`src/logic/ibrx_regs.vh`:
```
// Register offsets, field positions and constants for the receive manager
`ifndef IBRX_REGS_VH
`define IBRX_REGS_VH
// Register port offsets (word index)
`define IBRX_OFS_MISC_CFG2   4'h0
`define IBRX_OFS_MODE        4'h1
`define IBRX_OFS_INT_CTRL    4'h2
`define IBRX_OFS_INIT_LO     4'h3
`define IBRX_OFS_INIT_HI     4'h4
`define IBRX_OFS_CMD         4'h5
`define IBRX_OFS_STATUS      4'h6
`define IBRX_OFS_DUPLEX      4'h7
// misc_config_two fields
`define IBRX_FULL_DUPLEX_ENABLE_BIT        0
`define IBRX_AUI_FULL_DUPLEX_SELECT_BIT       1
// mode register fields
`define IBRX_MODE_PROM_BIT   15
`define IBRX_MODE_DRCVBC_BIT 14
`define IBRX_MODE_LINK_STATUS_DISABLE_BIT 12
`define IBRX_MODE_INTLOOP_BIT 6
`define IBRX_MODE_RESET      16'h0000
// interrupt control register
`define IBRX_ICR_SPLIT_BIT   5
// command register bits
`define IBRX_CMD_INIT_BIT    0
`define IBRX_CMD_STOP_BIT    1
// init block word indices
`define IBRX_IB_MODE         4'h0
`define IBRX_IB_PADR0        4'h1
`define IBRX_IB_LADRF0       4'h4
`define IBRX_IB_RX_RING_BASE_LO      4'h8
`define IBRX_IB_RX_RING_BASE_HI      4'h9
`define IBRX_IB_TX_RING_BASE_LO      4'ha
`define IBRX_IB_TX_RING_BASE_HI      4'hb
`define IBRX_IB_WORDS        4'hc
// ring length code field
`define IBRX_LEN_MSB         15
`define IBRX_LEN_LSB         13
// receive descriptor word 1 fields
`define IBRX_D1_OWN          15
`define IBRX_D1_ERR          14
`define IBRX_D1_BIT_ALIGNMENT_FAULT         13
`define IBRX_D1_OVERFLOW_FLAG         12
`define IBRX_D1_CRC          11
`define IBRX_D1_CHAIN_MISSING_DESCRIPTOR_FLAG         10
`define IBRX_D1_STP          9
`define IBRX_D1_ENP          8
// Descriptor entry size in bytes, CRC constants
`define IBRX_DESC_BYTES      24'h000008
`define IBRX_CRC_POLY        32'h04c11db7
`define IBRX_CRC_INIT        32'hffffffff
// Port select codes
`define IBRX_PORT_AUI        2'h0
`define IBRX_PORT_TP         2'h1
`define IBRX_PORT_GENERAL_SERIAL_PORT       2'h2
`endif

```
`src/logic/ibrx_core.v`:
```
// Init block loader, address filter and receive descriptor manager
// How it works
// Duplex follows enable bit; AUI port also needs its duplex select bit
// Twisted-pair full duplex blocked while link status disable is set
// Enable bit always read/write, cleared only by hardware reset
// Host places init block on a 16-bit boundary
// Init block is twelve 16-bit words in fixed order
// Ring length code is bits 15..13; ring has 2^code entries
// Host aligns descriptor entries to 8 bytes from ring base
// First wire bit one means logical, else compare node address
// Logical address: CRC top six bits pick one hash mask bit
// All-zero mask without promiscuous rejects every logical but broadcast
// Broadcast bypasses mask; disable bit rejects unless promiscuous
// Host hands FCS to receiver for multicast external loopback
// Node address 48 bits, byte n in lane n, bit 0 zero
// Init copies mode word into mode register
// Buffer address is word0 low plus word1 bits 7..0 high
// Own bit 15: device clears after fill, host sets after empty
// Error bit 14 is OR of framing, overflow, CRC, buffer flags
// Framing flag only with odd bits and FCS fail, not loopback
// Overflow flag set when FIFO overflows and data is lost
// CRC flag set when frame fails FCS
// Buffer flag when next buffer missing; overflow only if coincident
// First buffer gets start flag, last gets end flag; with the split bit set the start flag is copied from the descriptor instead
// Read own bit before data; status and own cleared together after
// AUI duplex select only matters with enable; reset clears it
module ibrx_core #(
	parameter DATA_W = 16
)(
	input  wire              clock,
	input  wire              sys_rst,
	input  wire [3:0]        reg_addr,
	input  wire [15:0]       reg_wdata,
	input  wire              reg_wr,
	input  wire              reg_rd,
	output reg  [15:0]       reg_rdata,
	input  wire [1:0]        port_sel,
	output wire              full_duplex,
	output reg               mem_req,
	output reg               mem_we,
	output reg  [23:0]       mem_addr,
	output reg  [15:0]       mem_wdata,
	input  wire              mem_ack,
	input  wire [15:0]       mem_rdata,
	input  wire              rx_addr_valid,
	input  wire [47:0]       rx_dest_addr,
	output reg               rx_accept,
	input  wire              rx_start,
	input  wire              rx_buf_full,
	input  wire              rx_end,
	input  wire              rx_fifo_ovf,
	input  wire              rx_fcs_bad,
	input  wire              rx_dribble,
	output wire              rx_ready,
	output reg  [23:0]       rx_buf_addr,
	output reg               rx_done
);
`include "ibrx_regs.vh"
	localparam ST_IDLE  = 3'h0;
	localparam ST_INIT  = 3'h1;
	localparam ST_POLL  = 3'h2;
	localparam ST_POLL2 = 3'h3;
	localparam ST_FILL  = 3'h4;
	localparam ST_WST   = 3'h5;
	localparam ST_NEXT  = 3'h6;
	localparam ST_NEXT2 = 3'h7;

	reg  [1:0]  misc_q;
	reg  [15:0] mode_q;
	reg  [15:0] icr_q;
	reg  [23:0] init_base_q;
	reg  [47:0] node_q;
	reg  [63:0] hash_q;
	reg  [23:0] rx_ring_q;
	reg  [2:0]  rx_len_q;
	reg  [23:0] tx_ring_q;
	reg  [2:0]  tx_len_q;
	reg  [2:0]  st_q;
	reg  [3:0]  ib_idx_q;
	reg  [6:0]  rx_idx_q;
	reg  [15:0] d0_q;
	reg  [7:0]  address_high_byte_q;
	reg         first_q;
	reg         started_q;
	reg         chain_missing_descriptor_flag_q;
	reg         overflow_flag_q;
	reg         eof_q;
	reg         bit_alignment_fault_q;
	reg         crcf_q;
	reg         init_done_q;

	// duplex select
	// link-status gate
	// AUI select gated by enable
	assign full_duplex = misc_q[`IBRX_FULL_DUPLEX_ENABLE_BIT] &
		((port_sel == `IBRX_PORT_AUI) ? misc_q[`IBRX_AUI_FULL_DUPLEX_SELECT_BIT] :
		 (port_sel == `IBRX_PORT_TP) ? ~mode_q[`IBRX_MODE_LINK_STATUS_DISABLE_BIT] :
		 1'b1);

	assign rx_ready = (st_q == ST_FILL);

	// Ring slot address, entry index masked by 2^code - 1
	wire [6:0]  len_mask = (7'h01 << rx_len_q) - 7'h01;
	wire [6:0]  idx_next = (rx_idx_q + 7'h01) & len_mask;
	wire [23:0] desc_addr = rx_ring_q + {14'h0000, rx_idx_q, 3'h0};

	// Hash CRC over the 48 address bits, wire order is bit 0 first
	function [31:0] crc48;
		input [47:0] a;
		integer      i;
		reg   [31:0] c;
		begin
			c = `IBRX_CRC_INIT;
			for (i = 0; i < 48; i = i + 1)
				c = {c[30:0], 1'b0} ^
					((c[31] ^ a[i]) ? `IBRX_CRC_POLY : 32'h00000000);
			crc48 = c;
		end
	endfunction

	wire [31:0] hash_crc = crc48(rx_dest_addr);
	wire        is_bcast = &rx_dest_addr;
	wire        prom     = mode_q[`IBRX_MODE_PROM_BIT];

	// logical versus physical
	// hash filter pick
	// zero mask rejects
	// broadcast handling
	always @(posedge clock)
	begin
		if (sys_rst)
			rx_accept <= 1'b0;
		else if (rx_addr_valid)
		begin
			if (prom)
				rx_accept <= 1'b1;
			else if (is_bcast)
				rx_accept <= ~mode_q[`IBRX_MODE_DRCVBC_BIT];
			else if (rx_dest_addr[0])
				rx_accept <= hash_q[hash_crc[31:26]];
			else
				rx_accept <= (rx_dest_addr == node_q);
		end
	end

	// Status word: error flags, ownership cleared
	wire        bit_alignment_fault_v = bit_alignment_fault_q & ~mode_q[`IBRX_MODE_INTLOOP_BIT];
	wire [15:0] status_w;
	// error summary
	assign status_w[`IBRX_D1_ERR]  = bit_alignment_fault_v | overflow_flag_q | crcf_q | chain_missing_descriptor_flag_q;
	assign status_w[`IBRX_D1_OWN]  = 1'b0;
	assign status_w[`IBRX_D1_BIT_ALIGNMENT_FAULT] = bit_alignment_fault_v;
	assign status_w[`IBRX_D1_OVERFLOW_FLAG] = overflow_flag_q;
	assign status_w[`IBRX_D1_CRC]  = crcf_q;
	assign status_w[`IBRX_D1_CHAIN_MISSING_DESCRIPTOR_FLAG] = chain_missing_descriptor_flag_q;
	// start and end marks
	assign status_w[`IBRX_D1_STP]  =
		icr_q[`IBRX_ICR_SPLIT_BIT] ? mem_rdata[`IBRX_D1_STP] : first_q;
	assign status_w[`IBRX_D1_ENP]  = eof_q;
	assign status_w[7:0]           = address_high_byte_q;

	always @(posedge clock)
	begin
		if (sys_rst)
		begin
			// reset clears enable
			misc_q      <= 2'h0;
			mode_q      <= `IBRX_MODE_RESET;
			icr_q       <= 16'h0000;
			init_base_q <= 24'h000000;
			node_q      <= 48'h0;
			hash_q      <= 64'h0;
			rx_ring_q   <= 24'h000000;
			rx_len_q    <= 3'h0;
			tx_ring_q   <= 24'h000000;
			tx_len_q    <= 3'h0;
			st_q        <= ST_IDLE;
			ib_idx_q    <= 4'h0;
			rx_idx_q    <= 7'h00;
			d0_q        <= 16'h0000;
			address_high_byte_q      <= 8'h00;
			first_q     <= 1'b1;
			started_q   <= 1'b0;
			chain_missing_descriptor_flag_q      <= 1'b0;
			overflow_flag_q      <= 1'b0;
			eof_q       <= 1'b0;
			bit_alignment_fault_q      <= 1'b0;
			crcf_q      <= 1'b0;
			init_done_q <= 1'b0;
			mem_req     <= 1'b0;
			mem_we      <= 1'b0;
			mem_addr    <= 24'h000000;
			mem_wdata   <= 16'h0000;
			rx_buf_addr <= 24'h000000;
			rx_done     <= 1'b0;
		end
		else
		begin
			rx_done <= 1'b0;
			if (reg_wr)
			begin
				case (reg_addr)
				// always writable, stop leaves it alone
				`IBRX_OFS_MISC_CFG2: misc_q <= reg_wdata[1:0];
				`IBRX_OFS_MODE:      mode_q <= reg_wdata;
				`IBRX_OFS_INT_CTRL:  icr_q <= reg_wdata;
				`IBRX_OFS_INIT_LO:   init_base_q[15:0] <= reg_wdata;
				`IBRX_OFS_INIT_HI:   init_base_q[23:16] <= reg_wdata[7:0];
				default: ;
				endcase
			end
			if (reg_wr && reg_addr == `IBRX_OFS_CMD &&
				reg_wdata[`IBRX_CMD_STOP_BIT])
			begin
				st_q        <= ST_IDLE;
				mem_req     <= 1'b0;
				init_done_q <= 1'b0;
			end
			else
			begin
				case (st_q)
				ST_IDLE:
				begin
					if (reg_wr && reg_addr == `IBRX_OFS_CMD &&
						reg_wdata[`IBRX_CMD_INIT_BIT])
					begin
						st_q     <= ST_INIT;
						ib_idx_q <= 4'h0;
						mem_req  <= 1'b1;
						mem_we   <= 1'b0;
						// block base word aligned
						mem_addr <= {init_base_q[23:1], 1'b0};
					end
					else if (init_done_q)
					begin
						st_q <= ST_POLL;
						mem_req <= 1'b1;
						mem_we <= 1'b0;
						mem_addr <= desc_addr + 24'h000002;
					end
				end
				// twelve words read in order
				ST_INIT:
				begin
					if (mem_ack)
					begin
						case (ib_idx_q)
						// mode copied to register
						`IBRX_IB_MODE: mode_q <= mem_rdata;
						// byte lanes in order
						4'h1: node_q[15:0]  <= mem_rdata;
						4'h2: node_q[31:16] <= mem_rdata;
						4'h3: node_q[47:32] <= mem_rdata;
						4'h4: hash_q[15:0]  <= mem_rdata;
						4'h5: hash_q[31:16] <= mem_rdata;
						4'h6: hash_q[47:32] <= mem_rdata;
						4'h7: hash_q[63:48] <= mem_rdata;
						`IBRX_IB_RX_RING_BASE_LO: rx_ring_q[15:0] <= mem_rdata;
						// length code field
						`IBRX_IB_RX_RING_BASE_HI:
						begin
							rx_ring_q[23:16] <= mem_rdata[7:0];
							rx_len_q <= mem_rdata[`IBRX_LEN_MSB:`IBRX_LEN_LSB];
						end
						`IBRX_IB_TX_RING_BASE_LO: tx_ring_q[15:0] <= mem_rdata;
						default:
						begin
							tx_ring_q[23:16] <= mem_rdata[7:0];
							tx_len_q <= mem_rdata[`IBRX_LEN_MSB:`IBRX_LEN_LSB];
						end
						endcase
						if (ib_idx_q == `IBRX_IB_WORDS - 4'h1)
						begin
							mem_req     <= 1'b0;
							init_done_q <= 1'b1;
							rx_idx_q    <= 7'h00;
							st_q        <= ST_IDLE;
						end
						else
						begin
							ib_idx_q <= ib_idx_q + 4'h1;
							mem_addr <= mem_addr + 24'h000002;
						end
					end
				end
				// own bit read before any data
				ST_POLL:
				begin
					if (mem_ack)
					begin
						if (mem_rdata[`IBRX_D1_OWN])
						begin
							address_high_byte_q   <= mem_rdata[7:0];
							mem_addr <= desc_addr;
							st_q     <= ST_POLL2;
						end
						else
							mem_req <= 1'b0;
					end
					else if (!mem_req)
						mem_req <= 1'b1;
				end
				ST_POLL2:
				begin
					if (mem_ack)
					begin
						d0_q    <= mem_rdata;
						mem_req <= 1'b0;
						// R15 24-bit buffer address
						rx_buf_addr <= {address_high_byte_q, mem_rdata};
						st_q    <= ST_FILL;
					end
				end
				ST_FILL:
				begin
					if (rx_start)
						started_q <= 1'b1;
					// overflow flag
					if (rx_fifo_ovf)
						overflow_flag_q <= 1'b1;
					if (rx_end || rx_buf_full || rx_fifo_ovf)
					begin
						eof_q  <= rx_end & ~rx_fifo_ovf;
						// CRC flag
						crcf_q <= rx_end & rx_fcs_bad & ~rx_fifo_ovf;
						// framing flag
						bit_alignment_fault_q <= rx_end & rx_fcs_bad & rx_dribble &
							~rx_fifo_ovf;
						// Chaining waits for the next slot address
						mem_req   <= rx_end | ~rx_buf_full | rx_fifo_ovf;
						mem_we    <= 1'b0;
						mem_addr  <= desc_addr + 24'h000002;
						st_q      <= (rx_buf_full && !rx_end &&
							!rx_fifo_ovf) ? ST_NEXT : ST_WST;
					end
				end
				// chaining needs next buffer
				ST_NEXT:
				begin
					mem_addr <= rx_ring_q + {14'h0000, idx_next, 3'h0} +
						24'h000002;
					mem_req <= 1'b1;
					st_q <= ST_NEXT2;
				end
				ST_NEXT2:
				begin
					if (mem_ack)
					begin
						if (!mem_rdata[`IBRX_D1_OWN])
							chain_missing_descriptor_flag_q <= 1'b1;
						if (rx_fifo_ovf)
						begin
							chain_missing_descriptor_flag_q <= 1'b1;
							overflow_flag_q <= 1'b1;
						end
						mem_addr <= desc_addr + 24'h000002;
						st_q     <= ST_WST;
					end
					else if (rx_fifo_ovf)
						chain_missing_descriptor_flag_q <= 1'b1;
				end
				// own cleared after fill
				// status and own in one write
				ST_WST:
				begin
					if (mem_ack && !mem_we)
					begin
						mem_we    <= 1'b1;
						mem_wdata <= status_w;
					end
					else if (mem_ack && mem_we)
					begin
						mem_req   <= 1'b0;
						mem_we    <= 1'b0;
						rx_done   <= 1'b1;
						rx_idx_q  <= idx_next;
						first_q   <= eof_q | overflow_flag_q | chain_missing_descriptor_flag_q;
						chain_missing_descriptor_flag_q    <= 1'b0;
						overflow_flag_q    <= 1'b0;
						eof_q     <= 1'b0;
						bit_alignment_fault_q    <= 1'b0;
						crcf_q    <= 1'b0;
						started_q <= 1'b0;
						st_q      <= ST_IDLE;
					end
				end
				default: st_q <= ST_IDLE;
				endcase
			end
		end
	end

	// Register read port, data one cycle after the strobe
	always @(posedge clock)
	begin
		if (sys_rst)
			reg_rdata <= 16'h0000;
		else if (reg_rd)
		begin
			case (reg_addr)
			`IBRX_OFS_MISC_CFG2: reg_rdata <= {14'h0000, misc_q};
			`IBRX_OFS_MODE:      reg_rdata <= mode_q;
			`IBRX_OFS_INT_CTRL:  reg_rdata <= icr_q;
			`IBRX_OFS_INIT_LO:   reg_rdata <= init_base_q[15:0];
			`IBRX_OFS_INIT_HI:   reg_rdata <= {8'h00, init_base_q[23:16]};
			`IBRX_OFS_STATUS:
				reg_rdata <= {init_done_q, 4'h0, st_q, 1'b0, rx_idx_q};
			`IBRX_OFS_DUPLEX:    reg_rdata <= {15'h0000, full_duplex};
			default:             reg_rdata <= 16'h0000;
			endcase
		end
	end
endmodule // ibrx_core

```
`config.mk`:
```
export PLATFORM = sky130hd
export DESIGN_NAME = ibrx_core
export DESIGN_NICKNAME = d
export VERILOG_FILES = /design/src/logic/ibrx_core.v
export VERILOG_INCLUDE_DIRS = /design/src /design/src/logic
export SDC_FILE = /design/constraint.sdc
export NUM_CORES = 1
export LEC_CHECK = 0
export ABC_AREA = 1
export BUFFER_PORTS_ARGS = -buffer_cell sky130_fd_sc_hd__clkbuf_2
export CAP_MARGIN = 40
export CORE_MARGIN = 2
export CORE_UTILIZATION = 31
export DETAILED_ROUTE_END_ITERATION = 8
export GPL_TIMING_DRIVEN = 0
export PLACE_DENSITY = 0.5
export SETUP_SLACK_MARGIN = 0.3
export SLEW_MARGIN = 40
export SYNTH_ARGS = -nofsm -noshare
export SYNTH_HDL_FRONTEND = slang
export SYNTH_SLANG_ARGS = --single-unit
```
`constraint.sdc`:
```
create_clock -name clock -period 4.85 [get_ports clock]
set_input_delay 0 -clock clock [delete_from_list [all_inputs] [get_ports clock]]
set_output_delay 0 -clock clock [all_outputs]
set_load 0.02 [all_outputs]
```
==> key figures <==
Floorplan
  • Core Footprint: 0.06859 mm²
  • Die Footprint: 0.07146 mm²
  • Die X-Extent: 267.3 µm
  • Die Y-Extent: 267.3 µm
  • Initial core utilization: 31.34%
  • Total I/O pin count: 184
  • Rows: 96

Detailed routing
  • First-pass iteration count of the detailed router: 6
  • Residual DRC count: 0
  • Average wire length per cell after detail routing: 19.86 µm
  • Count of antenna-violating nets left after detailed routing: 0
  • Number of vias per cell: 5.123
  • Overall routed net length: 92090 µm
  • Initial drt markers: 1991
  • Total number of vias: 23.75k

GRT
  • Maximum number of pins on one net before global-route repair: 14
  • Total grt overflow: 0
  • GRT Overall Usage: 25.14%
  • Via count of the first global-routing pass: 22.16k
  • Initial antenna violation count: 3
  • Global-route wire length before repair: 136800 µm

Place
  • Hpwl dp: 72050 µm
  • Weighted congestion reported at the end of routability-driven placement: 0.9643
  • Port Buffer Count: 166

Hold path
  • Type of the worst min-delay path: primary input to flip-flop
  • Cells on Worst Hold Path: 3
  • Hold EP: rx_buf_addr[10]
  • Min-delay src: mem_rdata[10]

Synthesis
  • Post-synthesis async set-or-reset flop share: 0%
  • Count of state elements after synthesis: 309
  • Count of flip-flops with a built-in enable after synthesis: 0
  • Number of warnings reported in the yosys synthesis log: 0
  • Top cell type's share of synthesized area: 28.78%
  • Synthesized netlist cell count: 3407
  • Mapped cell area: 0.02149 mm²
  • Net count of the mapped netlist: 3531
  • Most instantiated flip-flop cell in the synthesis netlist: sky130_fd_sc_hd__dfxtp_1
  • Syn_area_per_cell: 6.309 µm²
  • Sequential element share of the synthesized area: 28.78%
  • Top area cells in the synthesized netlist: sky130_fd_sc_hd__dfxtp_1 (29%), sky130_fd_sc_hd__nand2_1 (15%), sky130_fd_sc_hd__inv_1 (7.8%)
  • Unique masters post-synth: 61
  • Post-synth top area cell: sky130_fd_sc_hd__dfxtp_1

Power and ir drop
  • Highest ir drop seen on vdd: 0.001367 V
  • Static power due to leakage: 0.01128 µW
  • Power density of the placed cells: 851.5 mW/mm²

Setup path
  • Critical path's slowest cell: sky130_fd_sc_hd__ha_1
  • Critical Path Start Type: primary input
  • WP data required: 5.28 ns
  • Largest fanout on the critical path: 9
  • Worst path max stage delay: 0.31 ns
  • Number of cells on the worst reg-to-reg path: 14
  • R2R Path End: mem_addr[9]
  • Crit. End Element: flip-flop
  • Beginning of the worst register-to-register path: st_q[0]
  • Library cell appearing most often on the critical path: sky130_fd_sc_hd__nand2_1
  • Arrival time reported for the critical path endpoint: 4.86 ns
  • Worst R2R Setup Slack: 0.72 ns
  • Kind of critical path: primary input to flip-flop

CTS
  • CTS tree: yes
  • Clock buffer count from CTS: 35
  • Clk buf depth: 3
  • Maximum level of the CTS H-tree: 2
  • Clock network latency to the later pin of the worst-skew pair: 0.54 ns
  • Clock Tree Root: sky130_fd_sc_hd__clkbuf_16
  • Clock slew seen by the registers of the worst setup and hold paths: 0.06 ns
  • Num Clock Sinks: 309

Layout
  • Layout cell share with drive strength beyond 1: 12.85%
  • Synthesis-to-layout area growth: 18.57%
  • Fin nets: 3808
  • Post-route core utilization: 37.16%

STA
  • Final TNS setup: 0 ns
  • Fin. Hold Viols: 0
  • Max Clock Skew: 0.01946 ns
  • RSZ-0062 raised after global routing: yes
  • Final cycle utilization of the critical path: 91.52%
  • Relative slew slack: 42.33%
  • Setup Viol. Count Final: 0
  • Fmax: 225.3 MHz
  • Final worst path period need: 4.439 ns
  • Worst-margin pin slew: 0.8650 ns
  • Number of max-slew violations in the final report: 0
  • Worst Hold Margin: 0.01248 ns

Run
  • Number of violations of the max-capacitance limit: 0

Status
  • Status: finished clean
[layout make-up]
cell class | count | area (µm²)
Fill cell | 7554 | 43100
Multi-Input combinational cell | 2481 | 13080
Sequential cell | 309 | 6186
Inverter | 480 | 1826
Timing Repair Buffer | 240 | 1505
Tap cell | 931 | 1165
Clock buffer | 41 | 938.4
Buffer | 137 | 621.8
Clock inverter | 16 | 156.4
Antenna cell | 2 | 5.005
[state kept, by name (all words and copies together), names as in the netlist, 2 cells and up, named ones only]
signal and cells:
hash_q 64, node_q 48, init_base_q 24, mem_addr 24, rx_buf_addr 24, rx_ring_q 24
icr_q 16, mode_q 16, reg_rdata 16, mem_wdata 15, address_high_byte_q 8, rx_idx_q 7
ib_idx_q 4, rx_len_q 3, misc_q 2, st_q 2
[repair_timing]
action,4_1_cts,5_1_grt
endpoints found under the hold margin,116,0
resized for setup,9,41
cloned,0,0
buffers inserted,4,18
hold buffers,48,0
pin swaps,3,10
endpoints found under the setup margin,1,14
[stage by stage]
step	cells	power (µW)	cell area, µm²	worst slack (ns)
finish	4637	21700	25490	0.4114
global route	4635	23480	25480	0.05474
CTS	4617	21090	25190	0.3120
detailed placement	4508	18130	23550	-0.7518
global placement	4504	18140	23490	-0.7904
floorplan	3407	14020	21490	1.033
[cell usage in the layout (no fill, tap or decap), drive strengths merged, types with 2 or more instances in the layout]
master,count
or2,8
bufinv,2
nand3b,13
a311oi,2
dfxtp,309
nand4,34
o2111ai,10
nand2,928
nor3b,4
o211a,2
nor3,35
o22ai,29
nand3,335
a21oi,310
a31oi,16
and3,2
mux2,13
diode,2
xor2,135
ha,25
or3,2
nor2,164
nor4,15
a211oi,8
o21bai,2
dlygate4sd3,48
inv,478
a2111oi,6
a221oi,7
o32ai,6
o211ai,20
buf,59
xnor2,27
clkbuf,311
o41a,2
o21ai,297
o221ai,6
clkinv,15
a41oi,9
[worst max-delay path by stage]
stage / endpoint / start / cells after the start
floorplan: rx_accept / rx_dest_addr[0] / 43
finish: rx_accept / rx_dest_addr[0] / 45
global placement: rx_accept / rx_dest_addr[0] / 44
detailed placement: rx_accept / rx_dest_addr[0] / 44
global route: rx_accept / rx_dest_addr[0] / 46
CTS: rx_accept / rx_dest_addr[1] / 44
[cell families after synthesis]
kind of cell,share of synthesized area [%]
XOR/XNOR,6.915
multiplexers,0.6811
buffers and inverters,11.14
AND/OR/NAND/NOR,32.14
AO/OA/AOI/OAI,18.78
other,0.01745
adder cells (fa/ha/maj),1.548
flip-flops,28.78
[worst max-delay path, delay by kind of cell]
kind	cells	cell delay, ns
and+or+nand+nor	33	3.13
buffers and inverters	9	1.20
adders and majority gates	1	0.31
xor gates and xnor gates	1	0.15
AOI/OAI and AO/OA	1	0.06
[report_power, final]
group          leakage (µW)  internal [µW]  total (µW)  switching, µW
sequential          0.00250           2690        2830            141
combinational       0.00824           5610       16200          10600
clock              0.000552           1500        2650           1150
total                0.0113           9790       21700          11900
[synthesized netlist by cell type (all sizes together) (2+ instances only)]
master / number
buf: 36
clkbuf: 101
nand3: 335
nor3b: 4
o21bai: 2
inv: 476
o221ai: 6
o21ai: 297
a41oi: 9
xnor2: 27
o22ai: 29
xor2: 135
clkinv: 4
o211ai: 20
or3: 2
nor3: 35
nand2: 928
a221oi: 7
dfxtp: 309
or2: 8
nand3b: 13
nand4: 34
o41a: 2
o2111ai: 10
o211a: 2
a31oi: 16
mux2: 13
and3: 2
o32ai: 6
nor4: 15
a21oi: 310
a311oi: 2
a2111oi: 6
a211oi: 8
ha: 25
nor2: 164
[per-layer routing]
| layer | global-route usage, % | part of all wire, % | up-vias | wire length (µm) |
|---|---|---|---|---|
| met5 | 0 | 0.025 | - | 23 |
| met4 | 8.564 | 3.5 | 4 | 3229 |
| met3 | 2.409 | 5.3 | 145 | 4864 |
| met2 | 41.95 | 46 | 799 | 42210 |
| met1 | 33.82 | 45 | 11084 | 41770 |
| li1 | - | - | 11722 | - |
Note: power is estimated with default switching activity, not from simulation.
